**config.mk**
```make
export PLATFORM = sky130hd
export DESIGN_NAME = pwm_core
export DESIGN_NICKNAME = d
export VERILOG_FILES = /design/src/pwm_pkg.sv /design/src/pwm_core.sv /design/src/pwm_channel.sv
export VERILOG_INCLUDE_DIRS = /design/src
export SDC_FILE = /design/constraint.sdc
export NUM_CORES = 1
export LEC_CHECK = 0
export ABC_AREA = 1
export ABC_CLOCK_PERIOD_IN_PS = 4100
export BUFFER_PORTS_ARGS = -buffer_cell sky130_fd_sc_hd__buf_4
export CORE_MARGIN = 2
export CORE_UTILIZATION = 55
export CTS_CLUSTER_SIZE = 8
export DETAILED_ROUTE_END_ITERATION = 12
export PLACE_DENSITY_LB_ADDON = 0.25
export SKIP_LAST_GASP = 1
export SLEW_MARGIN = 40
export SYNTH_ARGS = -nofsm -noshare
export SYNTH_HDL_FRONTEND = slang
export SYNTH_SLANG_ARGS = --single-unit
```
**constraint.sdc**
```tcl
create_clock -name clk_sys -period 4.1 [get_ports clk_sys]
set_input_delay 0.205 -clock clk_sys [delete_from_list [all_inputs] [get_ports clk_sys]]
set_output_delay 0.205 -clock clk_sys [all_outputs]
set_load 0.03 [all_outputs]
```
**src/pwm_regs.svh**
```systemverilog
// reset values, field widths and select codes of the pwm core
// assumes inclusion by bare name from the pwm design files
`ifndef PWM_REGS_SVH
`define PWM_REGS_SVH

`define PWM_CHANNELS 4
`define PWM_CNT_WIDTH 16
`define PWM_DIV_WIDTH 8
`define PWM_SEL_WIDTH 4
`define PWM_PRESCALE_TAPS 11
`define PWM_PRESCALE_BITS 10
`define PWM_SEL_CLOCK_A 4'hB
`define PWM_SEL_CLOCK_B 4'hC
`define PWM_RST_DIVIDE 8'h00
`define PWM_RST_PRESCALE 4'h0
`define PWM_RST_CLOCK_SEL 4'h0
`define PWM_RST_COUNT 16'h0000
`define PWM_RST_PERIOD 16'h0000
`define PWM_RST_DUTY 16'h0000

`endif

```
**src/pwm_pkg.sv**
```systemverilog
// types shared by the pwm core and its channels
// assumes pwm_regs.svh is on the include path
`default_nettype none

package pwm_pkg;
  // counter alignment of one channel
  typedef enum logic {ALIGN_LEFT, ALIGN_CENTER} align_t;
  // which value a held update replaces
  typedef enum logic {TARGET_DUTY, TARGET_PERIOD} update_target_t;
  // clock source code of a channel or divider
  typedef logic [3:0] clock_sel_t;
endpackage

`default_nettype wire

```
**src/pwm_core.sv**
```systemverilog
// four channel pwm core: prescaler, two linear dividers, channels,
// channel enable and end-of-period flags with a masked interrupt.
// assumes one clock clk_sys, sync active-low reset, and control
// strobes that are one-cycle pulses from logic on the same clock.
`include "pwm_regs.svh"
`default_nettype none

// Functional notes
// modulo counter gives master clock divided by 1 through 1024
// two linear dividers, ratio 1 down to 1/255, make clocks a and b
// each divider divides its selected prescaled clock by its factor
// reset clears both factors and prescale selects, stopping a and b
// reset or gated master clock stops all prescaled clocks but undivided
// four channels, each with selector, counter and comparator
// each channel counter is 16 bits, direction set by alignment
// channel clock select resets to zero
// polarity gives the level at period start, default low
// alignment selects left or center, default left
// center mode counts up to period then down to zero
// left mode counts up to period then returns to zero
// duty equal period or zero pins output per polarity
// polarity is set while disabled, shows at once, ignored when enabled
// software changes polarity and alignment only while disabled
// period and duty directly writable only while channel disabled
// channels enabled in one write start in the same cycle
// update value is held until period end, then applied
// update target bit picks period or duty as destination
// software never programs a period below the duty value
// period end sets channel flag, interrupt raised if masked in
// interrupt holds until status read, which clears all flags
// ones to irq enable set mask bits, to irq disable clear them
// factor zero stops divided clock, one passes, two up divides
// ones to disable turn channels off; status shows enabled set
// all logic on master clock, divided clocks are enable pulses
// output leaves its start level once counter reaches duty
module pwm_core #(
  parameter int CHANNELS = `PWM_CHANNELS,
  parameter int W = `PWM_CNT_WIDTH
) (
  input wire logic clk_sys,
  input wire logic rst_n,
  input wire logic master_clock_on,
  input wire logic mode_write,
  input wire pwm_pkg::clock_sel_t prescale_select_a,
  input wire pwm_pkg::clock_sel_t prescale_select_b,
  input wire logic [7:0] divide_factor_a,
  input wire logic [7:0] divide_factor_b,
  input wire logic [CHANNELS-1:0] cfg_write,
  input wire pwm_pkg::clock_sel_t channel_clock_select,
  input wire logic channel_polarity,
  input wire pwm_pkg::align_t channel_alignment,
  input wire pwm_pkg::update_target_t update_target_select,
  input wire logic [CHANNELS-1:0] period_write,
  input wire logic [CHANNELS-1:0] duty_write,
  input wire logic [CHANNELS-1:0] update_write,
  input wire logic [W-1:0] value_data,
  input wire logic [CHANNELS-1:0] channel_enable_set,
  input wire logic [CHANNELS-1:0] channel_disable_set,
  input wire logic [CHANNELS-1:0] irq_enable_set,
  input wire logic [CHANNELS-1:0] irq_disable_set,
  input wire logic irq_status_read,
  output logic [CHANNELS-1:0] channel_enabled,
  output logic [CHANNELS-1:0] irq_mask,
  output logic [CHANNELS-1:0] irq_flags,
  output logic irq,
  output logic [CHANNELS-1:0] waveform_output,
  output logic divided_clock_a,
  output logic divided_clock_b
);
  import pwm_pkg::*;

  localparam int TAPS = `PWM_PRESCALE_TAPS;
  localparam int PB = `PWM_PRESCALE_BITS;
  localparam int DW = `PWM_DIV_WIDTH;
  localparam logic [PB-1:0] PRE_ONE = PB'(1);
  localparam logic [DW-1:0] DIV_ONE = DW'(1);
  localparam logic [DW-1:0] DIV_ZERO = '0;

  // pick a prescaled tick by select code; reserved codes give none
  function automatic logic pick_tap(input logic [TAPS-1:0] taps, input clock_sel_t sel);
    pick_tap = (sel < clock_sel_t'(TAPS)) ? taps[sel] : 1'b0;
  endfunction

  // channel source: prescaled tick, divided clock a or b
  function automatic logic pick_source(input logic [TAPS-1:0] taps, input logic a,
                                       input logic b, input clock_sel_t sel);
    if (sel == `PWM_SEL_CLOCK_A) pick_source = a;
    else if (sel == `PWM_SEL_CLOCK_B) pick_source = b;
    else pick_source = pick_tap(taps, sel);
  endfunction

  // ---- mode register ----
  clock_sel_t pre_sel_reg [2];
  logic [DW-1:0] factor_reg [2];

  // mode fields reset to zero so both divided clocks start stopped
  always_ff @(posedge clk_sys) begin
    if (!rst_n) begin
      pre_sel_reg[0] <= `PWM_RST_PRESCALE;
      pre_sel_reg[1] <= `PWM_RST_PRESCALE;
      factor_reg[0] <= `PWM_RST_DIVIDE;
      factor_reg[1] <= `PWM_RST_DIVIDE;
    end else if (mode_write) begin
      pre_sel_reg[0] <= prescale_select_a;
      pre_sel_reg[1] <= prescale_select_b;
      factor_reg[0] <= divide_factor_a;
      factor_reg[1] <= divide_factor_b;
    end
  end

  // ---- modulo n prescaler ----
  logic [PB-1:0] pre_cnt_reg;
  logic [TAPS-1:0] taps;

  // free counter halts while the master clock is gated off,
  // so every divided rate resumes where it left off
  always_ff @(posedge clk_sys) begin
    if (!rst_n) pre_cnt_reg <= '0;
    else if (master_clock_on) pre_cnt_reg <= pre_cnt_reg + PRE_ONE;
  end

  // tap 0 is the undivided rate; tap i pulses once per 2**i cycles
  assign taps[0] = master_clock_on;
  genvar gi;
  generate
    for (gi = 1; gi < TAPS; gi++) begin : g_tap
      assign taps[gi] = rst_n & master_clock_on & (&pre_cnt_reg[gi-1:0]);
    end
  endgenerate

  // ---- linear dividers a and b ----
  logic [1:0] div_tick;
  logic [1:0] div_src;

  // pulses are one-cycle enables, not clocks, so no second domain
  generate
    for (gi = 0; gi < 2; gi++) begin : g_div
      logic [DW-1:0] cnt_reg;
      logic [DW-1:0] cnt_inc;
      logic hit;
      assign div_src[gi] = pick_tap(taps, pre_sel_reg[gi]);
      assign cnt_inc = cnt_reg + DIV_ONE;
      assign hit = (factor_reg[gi] != DIV_ZERO) && (cnt_inc >= factor_reg[gi]);
      assign div_tick[gi] = div_src[gi] & hit;
      // count source ticks; factor zero parks the counter
      always_ff @(posedge clk_sys) begin
        if (!rst_n || factor_reg[gi] == DIV_ZERO) cnt_reg <= DIV_ZERO;
        else if (div_src[gi]) cnt_reg <= hit ? DIV_ZERO : cnt_inc;
      end
    end
  endgenerate

  assign divided_clock_a = div_tick[0];
  assign divided_clock_b = div_tick[1];

  // ---- channels ----
  logic [CHANNELS-1:0] step;
  logic [CHANNELS-1:0] period_end;
  clock_sel_t ch_sel [CHANNELS];

  // all channels share enable strobes, so one write starts them together
  generate
    for (gi = 0; gi < CHANNELS; gi++) begin : g_ch
      assign step[gi] = pick_source(taps, div_tick[0], div_tick[1], ch_sel[gi]);
      pwm_channel #(.W(W)) u_pwm_channel (
        .clk_sys(clk_sys),
        .rst_n(rst_n),
        .step(step[gi]),
        .cfg_write(cfg_write[gi]),
        .clock_select_in(channel_clock_select),
        .polarity_in(channel_polarity),
        .alignment_in(channel_alignment),
        .update_target_in(update_target_select),
        .period_write(period_write[gi]),
        .duty_write(duty_write[gi]),
        .update_write(update_write[gi]),
        .value_data(value_data),
        .enable_set(channel_enable_set[gi]),
        .disable_set(channel_disable_set[gi]),
        .clock_select(ch_sel[gi]),
        .enabled(channel_enabled[gi]),
        .waveform(waveform_output[gi]),
        .period_end(period_end[gi])
      );
    end
  endgenerate

  // ---- flags, mask and interrupt ----
  logic [CHANNELS-1:0] flags_reg, flags_next;
  logic [CHANNELS-1:0] mask_reg, mask_next;
  logic irq_reg;

  // a read clears every flag, but a period end in the same cycle
  // sets again so that event is not lost
  assign flags_next = period_end | (flags_reg & {CHANNELS{~irq_status_read}});
  // disable wins if both strobes name the same channel
  assign mask_next = (mask_reg | irq_enable_set) & ~irq_disable_set;

  // registered line tracks the registered flags and mask exactly
  always_ff @(posedge clk_sys) begin
    if (!rst_n) begin
      flags_reg <= '0;
      mask_reg <= '0;
      irq_reg <= 1'b0;
    end else begin
      flags_reg <= flags_next;
      mask_reg <= mask_next;
      irq_reg <= |(flags_next & mask_next);
    end
  end

  assign irq_flags = flags_reg;
  assign irq_mask = mask_reg;
  assign irq = irq_reg;

  // counter of cycles since the slowest tap fired
  logic [PB:0] gap_cnt;
  always_ff @(posedge clk_sys) begin
    if (!rst_n || taps[TAPS-1]) gap_cnt <= '0;
    else if (master_clock_on && gap_cnt != '1) gap_cnt <= gap_cnt + 11'h001;
  end
endmodule

`default_nettype wire

```
**src/pwm_channel.sv**
```systemverilog
// one pwm channel: config, counter, double buffer, comparator
// assumes single clock clk_sys, sync reset, step pulse from the core
`include "pwm_regs.svh"
`default_nettype none

module pwm_channel #(
  parameter int W = `PWM_CNT_WIDTH
) (
  input wire logic clk_sys,
  input wire logic rst_n,
  input wire logic step,
  input wire logic cfg_write,
  input wire pwm_pkg::clock_sel_t clock_select_in,
  input wire logic polarity_in,
  input wire pwm_pkg::align_t alignment_in,
  input wire pwm_pkg::update_target_t update_target_in,
  input wire logic period_write,
  input wire logic duty_write,
  input wire logic update_write,
  input wire logic [W-1:0] value_data,
  input wire logic enable_set,
  input wire logic disable_set,
  output pwm_pkg::clock_sel_t clock_select,
  output logic enabled,
  output logic waveform,
  output logic period_end
);
  import pwm_pkg::*;

  localparam logic [W-1:0] ONE = W'(1);
  localparam logic [W-1:0] ZERO = '0;

  clock_sel_t sel_reg;
  logic pol_reg, en_reg, down_reg, down_next, pend_reg, end_now, wave_reg, wave_next, end_reg;
  align_t align_reg;
  update_target_t tgt_reg;
  logic [W-1:0] cnt_reg, cnt_next, period_reg, duty_reg, upd_reg;

  // counter step; up to period then wrap or turn down
  always_comb begin
    cnt_next = cnt_reg;
    down_next = down_reg;
    end_now = 1'b0;
    if (enable_set && !en_reg) begin
      cnt_next = ZERO;
      down_next = 1'b0;
    end else if (en_reg && step) begin
      if (align_reg == ALIGN_CENTER && down_reg) begin
        cnt_next = cnt_reg - ONE;
        if (cnt_reg <= ONE) begin
          cnt_next = ZERO;
          down_next = 1'b0;
          end_now = 1'b1;
        end
      end else if (cnt_reg >= period_reg) begin
        if (align_reg == ALIGN_LEFT || period_reg == ZERO) begin
          cnt_next = ZERO;
          end_now = 1'b1;
        end else begin
          cnt_next = cnt_reg - ONE;
          down_next = 1'b1;
        end
      end else begin
        cnt_next = cnt_reg + ONE;
      end
    end
  end

  // fixed levels first, then the duty threshold flips the level
  always_comb begin
    if (!en_reg) wave_next = pol_reg;
    else if (duty_reg == period_reg) wave_next = pol_reg;
    else if (duty_reg == ZERO) wave_next = ~pol_reg;
    else wave_next = (cnt_reg < duty_reg) ? pol_reg : ~pol_reg;
  end

  // config is frozen while running so the waveform cannot glitch
  always_ff @(posedge clk_sys) begin
    if (!rst_n) begin
      sel_reg <= `PWM_RST_CLOCK_SEL;
      pol_reg <= 1'b0;
      align_reg <= ALIGN_LEFT;
      tgt_reg <= TARGET_DUTY;
    end else if (cfg_write && !en_reg) begin
      sel_reg <= clock_select_in;
      pol_reg <= polarity_in;
      align_reg <= alignment_in;
      tgt_reg <= update_target_in;
    end
  end

  // direct writes only while stopped; held update lands at period end
  always_ff @(posedge clk_sys) begin
    if (!rst_n) begin
      period_reg <= `PWM_RST_PERIOD;
      duty_reg <= `PWM_RST_DUTY;
      upd_reg <= ZERO;
      pend_reg <= 1'b0;
    end else begin
      if (period_write && !en_reg) period_reg <= value_data;
      else if (end_now && pend_reg && tgt_reg == TARGET_PERIOD) period_reg <= upd_reg;
      if (duty_write && !en_reg) duty_reg <= value_data;
      else if (end_now && pend_reg && tgt_reg == TARGET_DUTY) duty_reg <= upd_reg;
      if (update_write) upd_reg <= value_data;
      pend_reg <= update_write | (pend_reg & ~end_now);
    end
  end

  // enable, counter and output state; disable wins a tie
  always_ff @(posedge clk_sys) begin
    if (!rst_n) begin
      en_reg <= 1'b0;
      cnt_reg <= `PWM_RST_COUNT;
      down_reg <= 1'b0;
      wave_reg <= 1'b0;
      end_reg <= 1'b0;
    end else begin
      en_reg <= ~disable_set & (en_reg | enable_set);
      cnt_reg <= cnt_next;
      down_reg <= down_next;
      wave_reg <= wave_next;
      end_reg <= end_now;
    end
  end

  assign clock_select = sel_reg;
  assign enabled = en_reg;
  assign waveform = wave_reg;
  assign period_end = end_reg;
endmodule

`default_nettype wire

```
# Word level (Yosys, flattened, before mapping)
# Memories as Yosys holds them, arrays and structs flattened.
# Cells that the tools add are included.
# classes
add_sub_neg	11
muxes	124
n_eq_ne	20
shift	0
n_div	0
n_bitwise	61
n_reduce_logical	91
mul	0
magnitude_cmp	26
# ops
operator	count
$mux W16	32
$logic_not A16 Y1	8
$mux W1	80
$add A16 B1 Y16 const B	4
$eq A16 B16 Y1	4
$ge A16 B16 Y1	4
$le A16 B1 Y1 const B	4
$lt A16 B16 Y1	4
$sub A16 B1 Y16 const B	4
$logic_and A1 B1 Y1	38
$eq A4 B4 Y1 const B	8
$mux W8	4
$lt A4 B5 Y1 const B	6
$bmux W1 S4	6
$lt A4 B4 Y1 const B	6
$reduce_bool A2 Y1	12
$not A1 Y1	22
$and A1 B1 Y1	21
$reduce_and A4 Y1	5
$add A8 B1 Y8 const B	2
$ge A8 B8 Y1	2
$logic_not A8 Y1	2
$reduce_bool A8 Y1	2
$and A4 B4 Y4	3
19 further kinds	50
# word_totals
output_inout_bits	19
rom_bits	0
memories	2
latch_bits	0
mem_bits_rw	24
register_bits	339
input_bits	84
# mem_list
memory	depth	word_bits	read_ports	rd_clocked_by_memory_dff	write_ports	line_no	text
factor_reg	2	8	2	0	2	pwm_core.sv:94	logic [DW-1:0] factor_reg [2];
pre_sel_reg	2	4	2	0	2	pwm_core.sv:93	clock_sel_t pre_sel_reg [2];

# Logic depth before layout (Yosys ltp)
# Gate-level depths: netlist of run 1.
# depth
ltp_word	15
ltp_mapped	22
depth_no_buf	21

# Hierarchy
# From an unflattened synthesis of run 1, not the netlist that was laid out.
# unflattened
cells_unflattened	3677
area_unflattened_um2	24524.8
# by_module_without_submodules
module	instances	area_each_um2	cells_per_inst
pwm_channel	4	5112.4	775
pwm_core	1	4075.2	577

# Least setup slack after synthesis of run 1
# OpenSTA, ideal clock, no wires.
# synth_path
path_kind	register to register
start	reg g_div[1].cnt_reg[0]
end	reg g_ch[2].u_pwm_channel.duty_reg[10]
slack_ns	1.193
setup_ns	0.115
path_stages_with_launch	20
period_less_slack_ns	2.907
t_arrival_ns	2.792
cell_sequence	dfxtp_1 > ha_1 > nand3_1 > nor3_1 > xor2_1 > ha_1 > nand2_1 > nor2_1 > nand4_1 > nand3_1 > nand2_1 > nor2_8 > nand2_1 > nand2_2 > nand3_4 > nor2_4 > nand3b_4 > buf_2 > a21oi_1 > nor2_1
# synth_via
elab_chain_len	12
# synth_rtl
element	line_no	text
from (decl)	pwm_core.sv:138	logic [DW-1:0] cnt_reg;
from (signal assigned)	pwm_core.sv:148	else if (div_src[gi]) cnt_reg <= hit ? DIV_ZERO : cnt_inc;
$add A8 B1 Y8	pwm_core.sv:142	assign cnt_inc = cnt_reg + DIV_ONE;
$ge A8 B8 Y1	pwm_core.sv:143	assign hit = (factor_reg[gi] != DIV_ZERO) && (cnt_inc >= factor_reg[gi]);
$logic_and A1 B1 Y1	pwm_core.sv:143	
$and A1 B1 Y1	pwm_core.sv:144	assign div_tick[gi] = div_src[gi] & hit;
named net divided_clock_b	pwm_core.sv:68	output logic divided_clock_b
$mux W1	pwm_core.sv:88	else if (sel == `PWM_SEL_CLOCK_B) pick_source = b;
$mux W1	pwm_core.sv:87	if (sel == `PWM_SEL_CLOCK_A) pick_source = a;
$logic_and A1 B1 Y1	pwm_channel.sv:47	end else if (en_reg && step) begin
$mux W1	pwm_channel.sv:47	
$mux W1	pwm_channel.sv:44	if (enable_set && !en_reg) begin
$logic_and A1 B1 Y1 (2 in series)	pwm_channel.sv:103	else if (end_now && pend_reg && tgt_reg == TARGET_DUTY) duty_reg <= upd_reg;
$reduce_bool A2 Y1 (no line)	n/a	
to (signal assigned)	pwm_channel.sv:96	duty_reg <= `PWM_RST_DUTY;
to (signal assigned)	pwm_channel.sv:102	if (duty_write && !en_reg) duty_reg <= value_data;
to (signal assigned)	pwm_channel.sv:103	
to (decl)	pwm_channel.sv:37	logic [W-1:0] cnt_reg, cnt_next, period_reg, duty_reg, upd_reg;
# The timed path passes the listed nets, and every way through them passes these cells.
# A chain may end at the register's enable or synchronous reset.

# Worst setup path in the final report of run 1
# layout_path
start	reg g_div[0].cnt_reg[2]
end	reg g_ch[1].u_pwm_channel.duty_reg[7]
# layout_via
elab_chain_len	11
# layout_rtl
element	line_no
from (decl)	pwm_core.sv:138
from (signal assigned)	pwm_core.sv:148
$add A8 B1 Y8	pwm_core.sv:142
$ge A8 B8 Y1	pwm_core.sv:143
$logic_and A1 B1 Y1	pwm_core.sv:143
$and A1 B1 Y1	pwm_core.sv:144
$mux W1	pwm_core.sv:87
$logic_and A1 B1 Y1	pwm_channel.sv:47
$mux W1	pwm_channel.sv:47
$mux W1	pwm_channel.sv:44
$logic_and A1 B1 Y1 (2 in series)	pwm_channel.sv:103
$reduce_bool A2 Y1 (no line)	n/a
to (signal assigned)	pwm_channel.sv:96
to (signal assigned)	pwm_channel.sv:102
to (signal assigned)	pwm_channel.sv:103
to (decl)	pwm_channel.sv:37
# Every way passes these cells.

==> results.cfg, run 1 <==
[routing]
avgViaCountPerCell = 5.77
antenna_left = 0
drt_wl_total_um = 71100
wl_per_cell_um = 17.0
drt_first_pass_iters = 6
first_iter_violations = 2541
route.detailed.drc = 0
vias = 24200

[place]
hpwl_um = 48600
place_congestion = 0.937
placed_cells = 4075
preCtsSetupSlack_ps = 343
dpl_cell_area_um2 = 24800
io_buffers = 102

[grt]
gr-usage-all-layers_pct = 30.7
grt_overflow = 0
grt_pass1_vias = 22400
grt_max_degree = 118
grt_pass1_wl_um = 113000
antenna_found_initial = 5

[setup_path]
cp_common_cell = nand2_1
path_max_fanout = 17
max_stage_delay_ps = 460
r2r-end = g_ch[1].u_pwm_channel.duty_reg[7]$_SDFFE_PN0P_
arrival_ps = 4360
rr_worst_depth = 19
end_kind = flip-flop
crit_start = g_div[0].cnt_reg[2]$_SDFFE_PP0N_
worst_r2r_startpoint = g_div[0].cnt_reg[2]$_SDFFE_PP0N_
crit_chain = nand3_1, nor2_1, nand2_1, nor3_1, xor2_1, ha_1, nand2_1, nor2_1, nand4_1, nand3_1, nand2_1, inv_1, nand3_2, nand2_1, nand3_4, nor2_4, nand3_2, a21oi_1, nor2_1
start_kind = flip-flop
cp_slowest_cell = nand3_2
critPathRequiredTime_ps = 4580
worst-setup-path-type = flip-flop to flip-flop
r2r_slack_ps = 220

[cells_and_area]
finalCoreUtilization_pct = 62.2
area_delta_synth_final_pct = 11.7
drive_gt1_share_pct = 6.99
fin_nets = 3841
nFillCells = 3900
fin_area_um2 = 26800
finalNonFillerCells = 4196

[clock_tree]
cts_buffers = 51
clock_path_buffers = 3
clock_sinks = 363
clock_latency_ps = 600
clock-root-buffer = clkbuf_16
htreeDepth = 2
post_cts_buffers = 0
path_clk_slew_ps = 50
cts_tree = done

[logic_synthesis]
synth_commonest_cells = nand2_1, nor2_1, inv_1
synth_area_leaders = dfxtp_1, nand2_1, ha_1
syn_nets = 3795
yosysWarningCount = 0
synth-async-reset-ratio_pct = 0
synth_edf_count = 24
synth-seq-cells = 363
synth_cells = 3553
synth_top_area_cell = dfxtp_1
yosys.area.top_type_share_pct = 28.3
syn_area_um2 = 24000
ys_types = 52
syn-mean-instance-area_um2 = 6.75
synth-main-ff-cell = dfxtp_1
ys_seq_area_share_pct = 31.3
yosysMostFrequentCell = nand2_1

[timing]
setup_violations = 0
slew_viol_final = 0
fin_skew_ps = 11.9
rsz0062_at_grt = true
fmax_mhz = 258
worstMarginPinSlew_ps = 840
min_period_over_period_pct = 94.5
hold_viol = 0
fin_crit_ps = 3880
max_slew_margin_pct = 43.5
setup_ws_ps = 224

[job]
cap_viol_max_count = 0

[power_and_ir_drop]
finalPower_w = 0.0101
p_per_area_nw_per_um2 = 376
leakage_nw = 12.2
ir_drop_mv = 0.282

[worst_hold_path]
hold_class = input port to flip-flop
hold_depth = 2
min_from = update_write[0]
min_to = g_ch[0].u_pwm_channel.upd_reg[9]$_SDFFE_PN0P_

[die]
coreArea_um2 = 43100
die_area_um2 = 45300
start_util_pct = 55.7
die_w_um = 213
rows = 76
ios = 103
die_h_um = 213

[outcome]
outcome = completed
[worst max-delay path by stage]
stage,to,slack [ps],cells past startpoint
after floorplan,g_ch[2].u_pwm_channel.duty_reg[10]$_SDFFE_PN0P_,1190,19
after global placement,g_ch[1].u_pwm_channel.duty_reg[9]$_SDFFE_PN0P_,500,19
after detailed placement,g_ch[1].u_pwm_channel.duty_reg[10]$_SDFFE_PN0P_,340,19
after CTS,g_ch[1].u_pwm_channel.duty_reg[9]$_SDFFE_PN0P_,340,19
after global routing,g_ch[2].u_pwm_channel.duty_reg[1]$_SDFFE_PN0P_,-90,20
final,g_ch[1].u_pwm_channel.duty_reg[7]$_SDFFE_PN0P_,220,19
[metal layers]
metal	global-route usage [%]	vias to the layer above	wire length [µm]
li1	-	11900	-
met1	41.3	11200	30900
met2	49.6	917	32400
met3	4.85	179	5310
met4	11.8	2	2580
met5	0	-	12
[cells by family (layout without fill, tap and decap cells)]
| kind of cell | count (synthesis) | after routing | synth area share, % |
|---|---|---|---|
| fa+ha+maj | 158 | 158 | 8.24 |
| compound gates | 854 | 854 | 19.2 |
| xor+xnor | 121 | 121 | 4.42 |
| other cells | 0 | 4 | 0 |
| buf+inv | 568 | 618 | 9.49 |
| simple gates | 1489 | 1493 | 27.4 |
| flops | 363 | 363 | 31.3 |
[metrics by stage]
step / TNS (ps) / hold WS [ps]
floorplan: 0 / 282
global placement: 0 / 367
detailed placement: 0 / 369
CTS: 0 / 1.97
global route: -3460 / 42.7
finish: 0 / 31.1
[timing repair]
item,4_1_cts,5_1_grt
endpoints found under the setup margin,0,21
hold buffers,52,0
resized for setup,0,1
hold endpoints to repair,82,0
[critical path: cells and delay by family, from the launching register on]
| family | cells | cell delay [ps] |
|---|---|---|
| buffers and inverters | 1 | 70 |
| XOR/XNOR | 1 | 140 |
| AND/OR/NAND/NOR | 15 | 2540 |
| adder cells (fa/ha/maj) | 1 | 310 |
| flip-flops | 1 | 390 |
| AO/OA/AOI/OAI | 1 | 310 |
[layout by cell type, fill, tap and decap left out, types with 9 or more instances in the layout]
cell type	netlist	layout
dlygate4sd3_1	0	52
o211ai_1	9	9
a31oi_1	15	15
o22ai_1	13	13
nand4_1	54	54
nor4_1	46	46
ha_1	158	158
or2_2	13	13
clkbuf_16	0	53
nor2_1	449	449
o21ai_0	363	362
xnor2_1	30	30
nand3_2	20	22
nor3_1	48	48
buf_4	8	120
a211oi_1	28	28
a21oi_1	370	368
xor2_1	91	91
nand3_4	9	10
nand2_1	635	630
o2111ai_1	16	16
dfxtp_1	339	339
edfxtp_1	24	24
inv_1	380	380
nand3_1	197	197
[power breakdown]
group / internal [W] / switching (W)
logic: 0.000784 / 0.00137
clock network: 0.00228 / 0.00157
registers: 0.00382 / 0.000249
[cell type report]
class                   count  area [µm²]  share of cell area [%]
diodes                      4        10.0                  0.0374
flip-flops and latches    363        7510                    28.0
clock buffers              61        1370                    5.10
well taps                 585         732                    2.73
multi-input cells        2626       14300                    53.3
repair buffers            175        1460                    5.43
inverters                 382        1430                    5.35
Note: power is estimated with default switching activity, not from simulation.
==> run 2: changes to the inputs <==
- ABC_CLOCK_PERIOD_IN_PS: 4100 -> 4700
- PLACE_DENSITY_LB_ADDON: 0.25 -> 0.05
- clock period: 4.1 -> 4.7 ns (I/O delays scaled with it)
==> run 2 against run 1 <==
Effect of this change:
- register-to-register slack better by 670 ps
- power is 14% lower
- clock skew rose by 14 ps
- final area shrank 0.79%
- sequential share of layout area increased by 0.22 points
- clock power decreased by 14%
- maximum frequency rose by 1.9%
==> results.cfg, run 2 (synthesis gave the netlist of run 1 again) <==
[outcome]
outcome = completed

[place]
hpwl_um = 48700
place_congestion = 0.916
io_buffers = 102

[clock_tree]
clock_latency_ps = 600
clock_path_buffers = 3
post_cts_buffers = 0
path_clk_slew_ps = 50
htreeDepth = 2
cts_buffers = 51
clock_sinks = 363
clock-root-buffer = clkbuf_16
cts_tree = done

[timing]
slew_viol_final = 0
hold_viol = 0
rsz0062_at_grt = false
fin_crit_ps = 3800
worstMarginPinSlew_ps = 823
setup_violations = 0
fin_skew_ps = 25.6
fin_setup_tns_ps = 0
max_slew_margin_pct = 45.1
fmax_mhz = 263
min_period_over_period_pct = 80.9

[routing]
antenna_left = 0
avgViaCountPerCell = 5.69
vias = 23800
drt_first_pass_iters = 5
drt_wl_total_um = 69300
wl_per_cell_um = 16.6
route.detailed.drc = 0
first_iter_violations = 1982

[grt]
grt_pass1_vias = 21800
grt_pass1_wl_um = 112000
antenna_found_initial = 1
gr-usage-all-layers_pct = 30.5
grt_overflow = 0
grt_max_degree = 104

[setup_path]
worst-setup-path-type = flip-flop to flip-flop
start_kind = flip-flop
worst_r2r_startpoint = pre_cnt_reg[0]$_SDFFE_PN0P_
r2r-end = g_ch[3].u_pwm_channel.period_reg[6]$_SDFFE_PN0P_
critPathRequiredTime_ps = 5190
rr_worst_depth = 19
crit_start = pre_cnt_reg[0]$_SDFFE_PN0P_
end_kind = flip-flop
r2r_slack_ps = 900
arrival_ps = 4290
path_max_fanout = 32

[cells_and_area]
fin_nets = 3819
area_delta_synth_final_pct = 10.8
mostFrequentLayoutCells = nand2_1, nor2_1, inv_1
final_common_cell = nand2_1
drive_gt1_share_pct = 6.69
finalCoreUtilization_pct = 61.7

[die]
die_w_um = 213
coreArea_um2 = 43100
die_h_um = 213
ios = 103
die_area_um2 = 45300
start_util_pct = 55.7
rows = 76

[power_and_ir_drop]
p_switching_w = 0.00276
p_int_w = 0.00595
seqPwrFrac_pct = 40.7
comb_power_share_pct = 21.1
clock_power_share_pct = 38.2
leakage_nw = 12.2
ir_drop_mv = 0.308
p_per_area_nw_per_um2 = 328
swShare_pct = 31.7

[worst_hold_path]
hold_class = input port to flip-flop
min_from = channel_polarity
min_to = g_ch[3].u_pwm_channel.pol_reg$_SDFFE_PN0P_
hold_depth = 3

[job]
cap_viol_max_count = 0
-- run 2: what timing repair did --
action / CTS / global route
gates resized for setup: 0 / 0
endpoints found under the setup margin: 0 / 0
hold endpoints to repair: 49 / 0
hold buffers: 45 / 0
-- run 2: power groups by stage --
| stage | Combinational (W) | Sequential, W | Clock, W |
|---|---|---|---|
| CTS | 0.00183 | 0.00354 | 0.00338 |
| finish | 0.00184 | 0.00354 | 0.00332 |
| floorplan | 0.00135 | 0.00353 | 0 |
| detailed placement | 0.00179 | 0.00359 | 0 |
| global route | 0.00209 | 0.00357 | 0.00349 |
| global placement | 0.00174 | 0.00359 | 0 |
-- run 2: final cells by class --
type / instances / area, µm²
Antenna cell: 1 / 2.50
Clock buffer: 61 / 1320
Clock inverter: 3 / 26.3
Fill cell: 4068 / 16500
Inverter: 382 / 1430
Multi-Input combinational cell: 2622 / 14300
Sequential cell: 363 / 7510
Tap cell: 585 / 732
Timing Repair Buffer: 157 / 1300
-- run 2: how the worst max path moves through the flow --
stage | end | slack [ps] | cells after the start
floorplan | g_ch[2].u_pwm_channel.duty_reg[10]$_SDFFE_PN0P_ | 1790 | 19
global placement | g_ch[3].u_pwm_channel.period_reg[10]$_SDFFE_PN0P_ | 1010 | 19
detailed placement | g_ch[3].u_pwm_channel.period_reg[10]$_SDFFE_PN0P_ | 890 | 19
CTS | g_ch[3].u_pwm_channel.period_reg[10]$_SDFFE_PN0P_ | 900 | 19
global route | g_ch[3].u_pwm_channel.period_reg[1]$_SDFFE_PN0P_ | 410 | 19
finish | g_ch[3].u_pwm_channel.period_reg[6]$_SDFFE_PN0P_ | 900 | 19
-- run 2: critical path, cell delays in order (launching register included) --
cell and delay [ps]:
dfxtp_1 370, ha_1 250, inv_1 80, nor4_1 340, ha_1 220, nand3_1 130
nand2_1 90, inv_1 40, nor2_1 100, nand2_1 90, a21oi_4 210, nand2_4 170
nor2_8 170, nand2_1 60, nand2_1 110, nand3_4 250, nor2_4 250, nand3_4 360
a21oi_1 310, nor2_1 80
-- run 2: metal layers --
layer,wire (µm),track usage [%],vias to the layer above
li1,-,-,11900
met1,31900,41.8,11000
met2,31000,49.0,711
met3,4250,4.18,128
met4,2210,11.1,0
met5,0,0,-
-- run 2: per-stage QoR --
stage	hold slack, ps	power (W)	instances	cell area [µm²]	setup slack (ps)
final	25.3	0.00871	4174	26600	897
after global routing	36.8	0.00915	4174	26600	410
after CTS	2.04	0.00875	4173	26600	897
after detailed placement	400	0.00538	4064	24800	893
after global placement	397	0.00534	4064	24700	1010
after floorplan	312	0.00489	3553	24000	1790
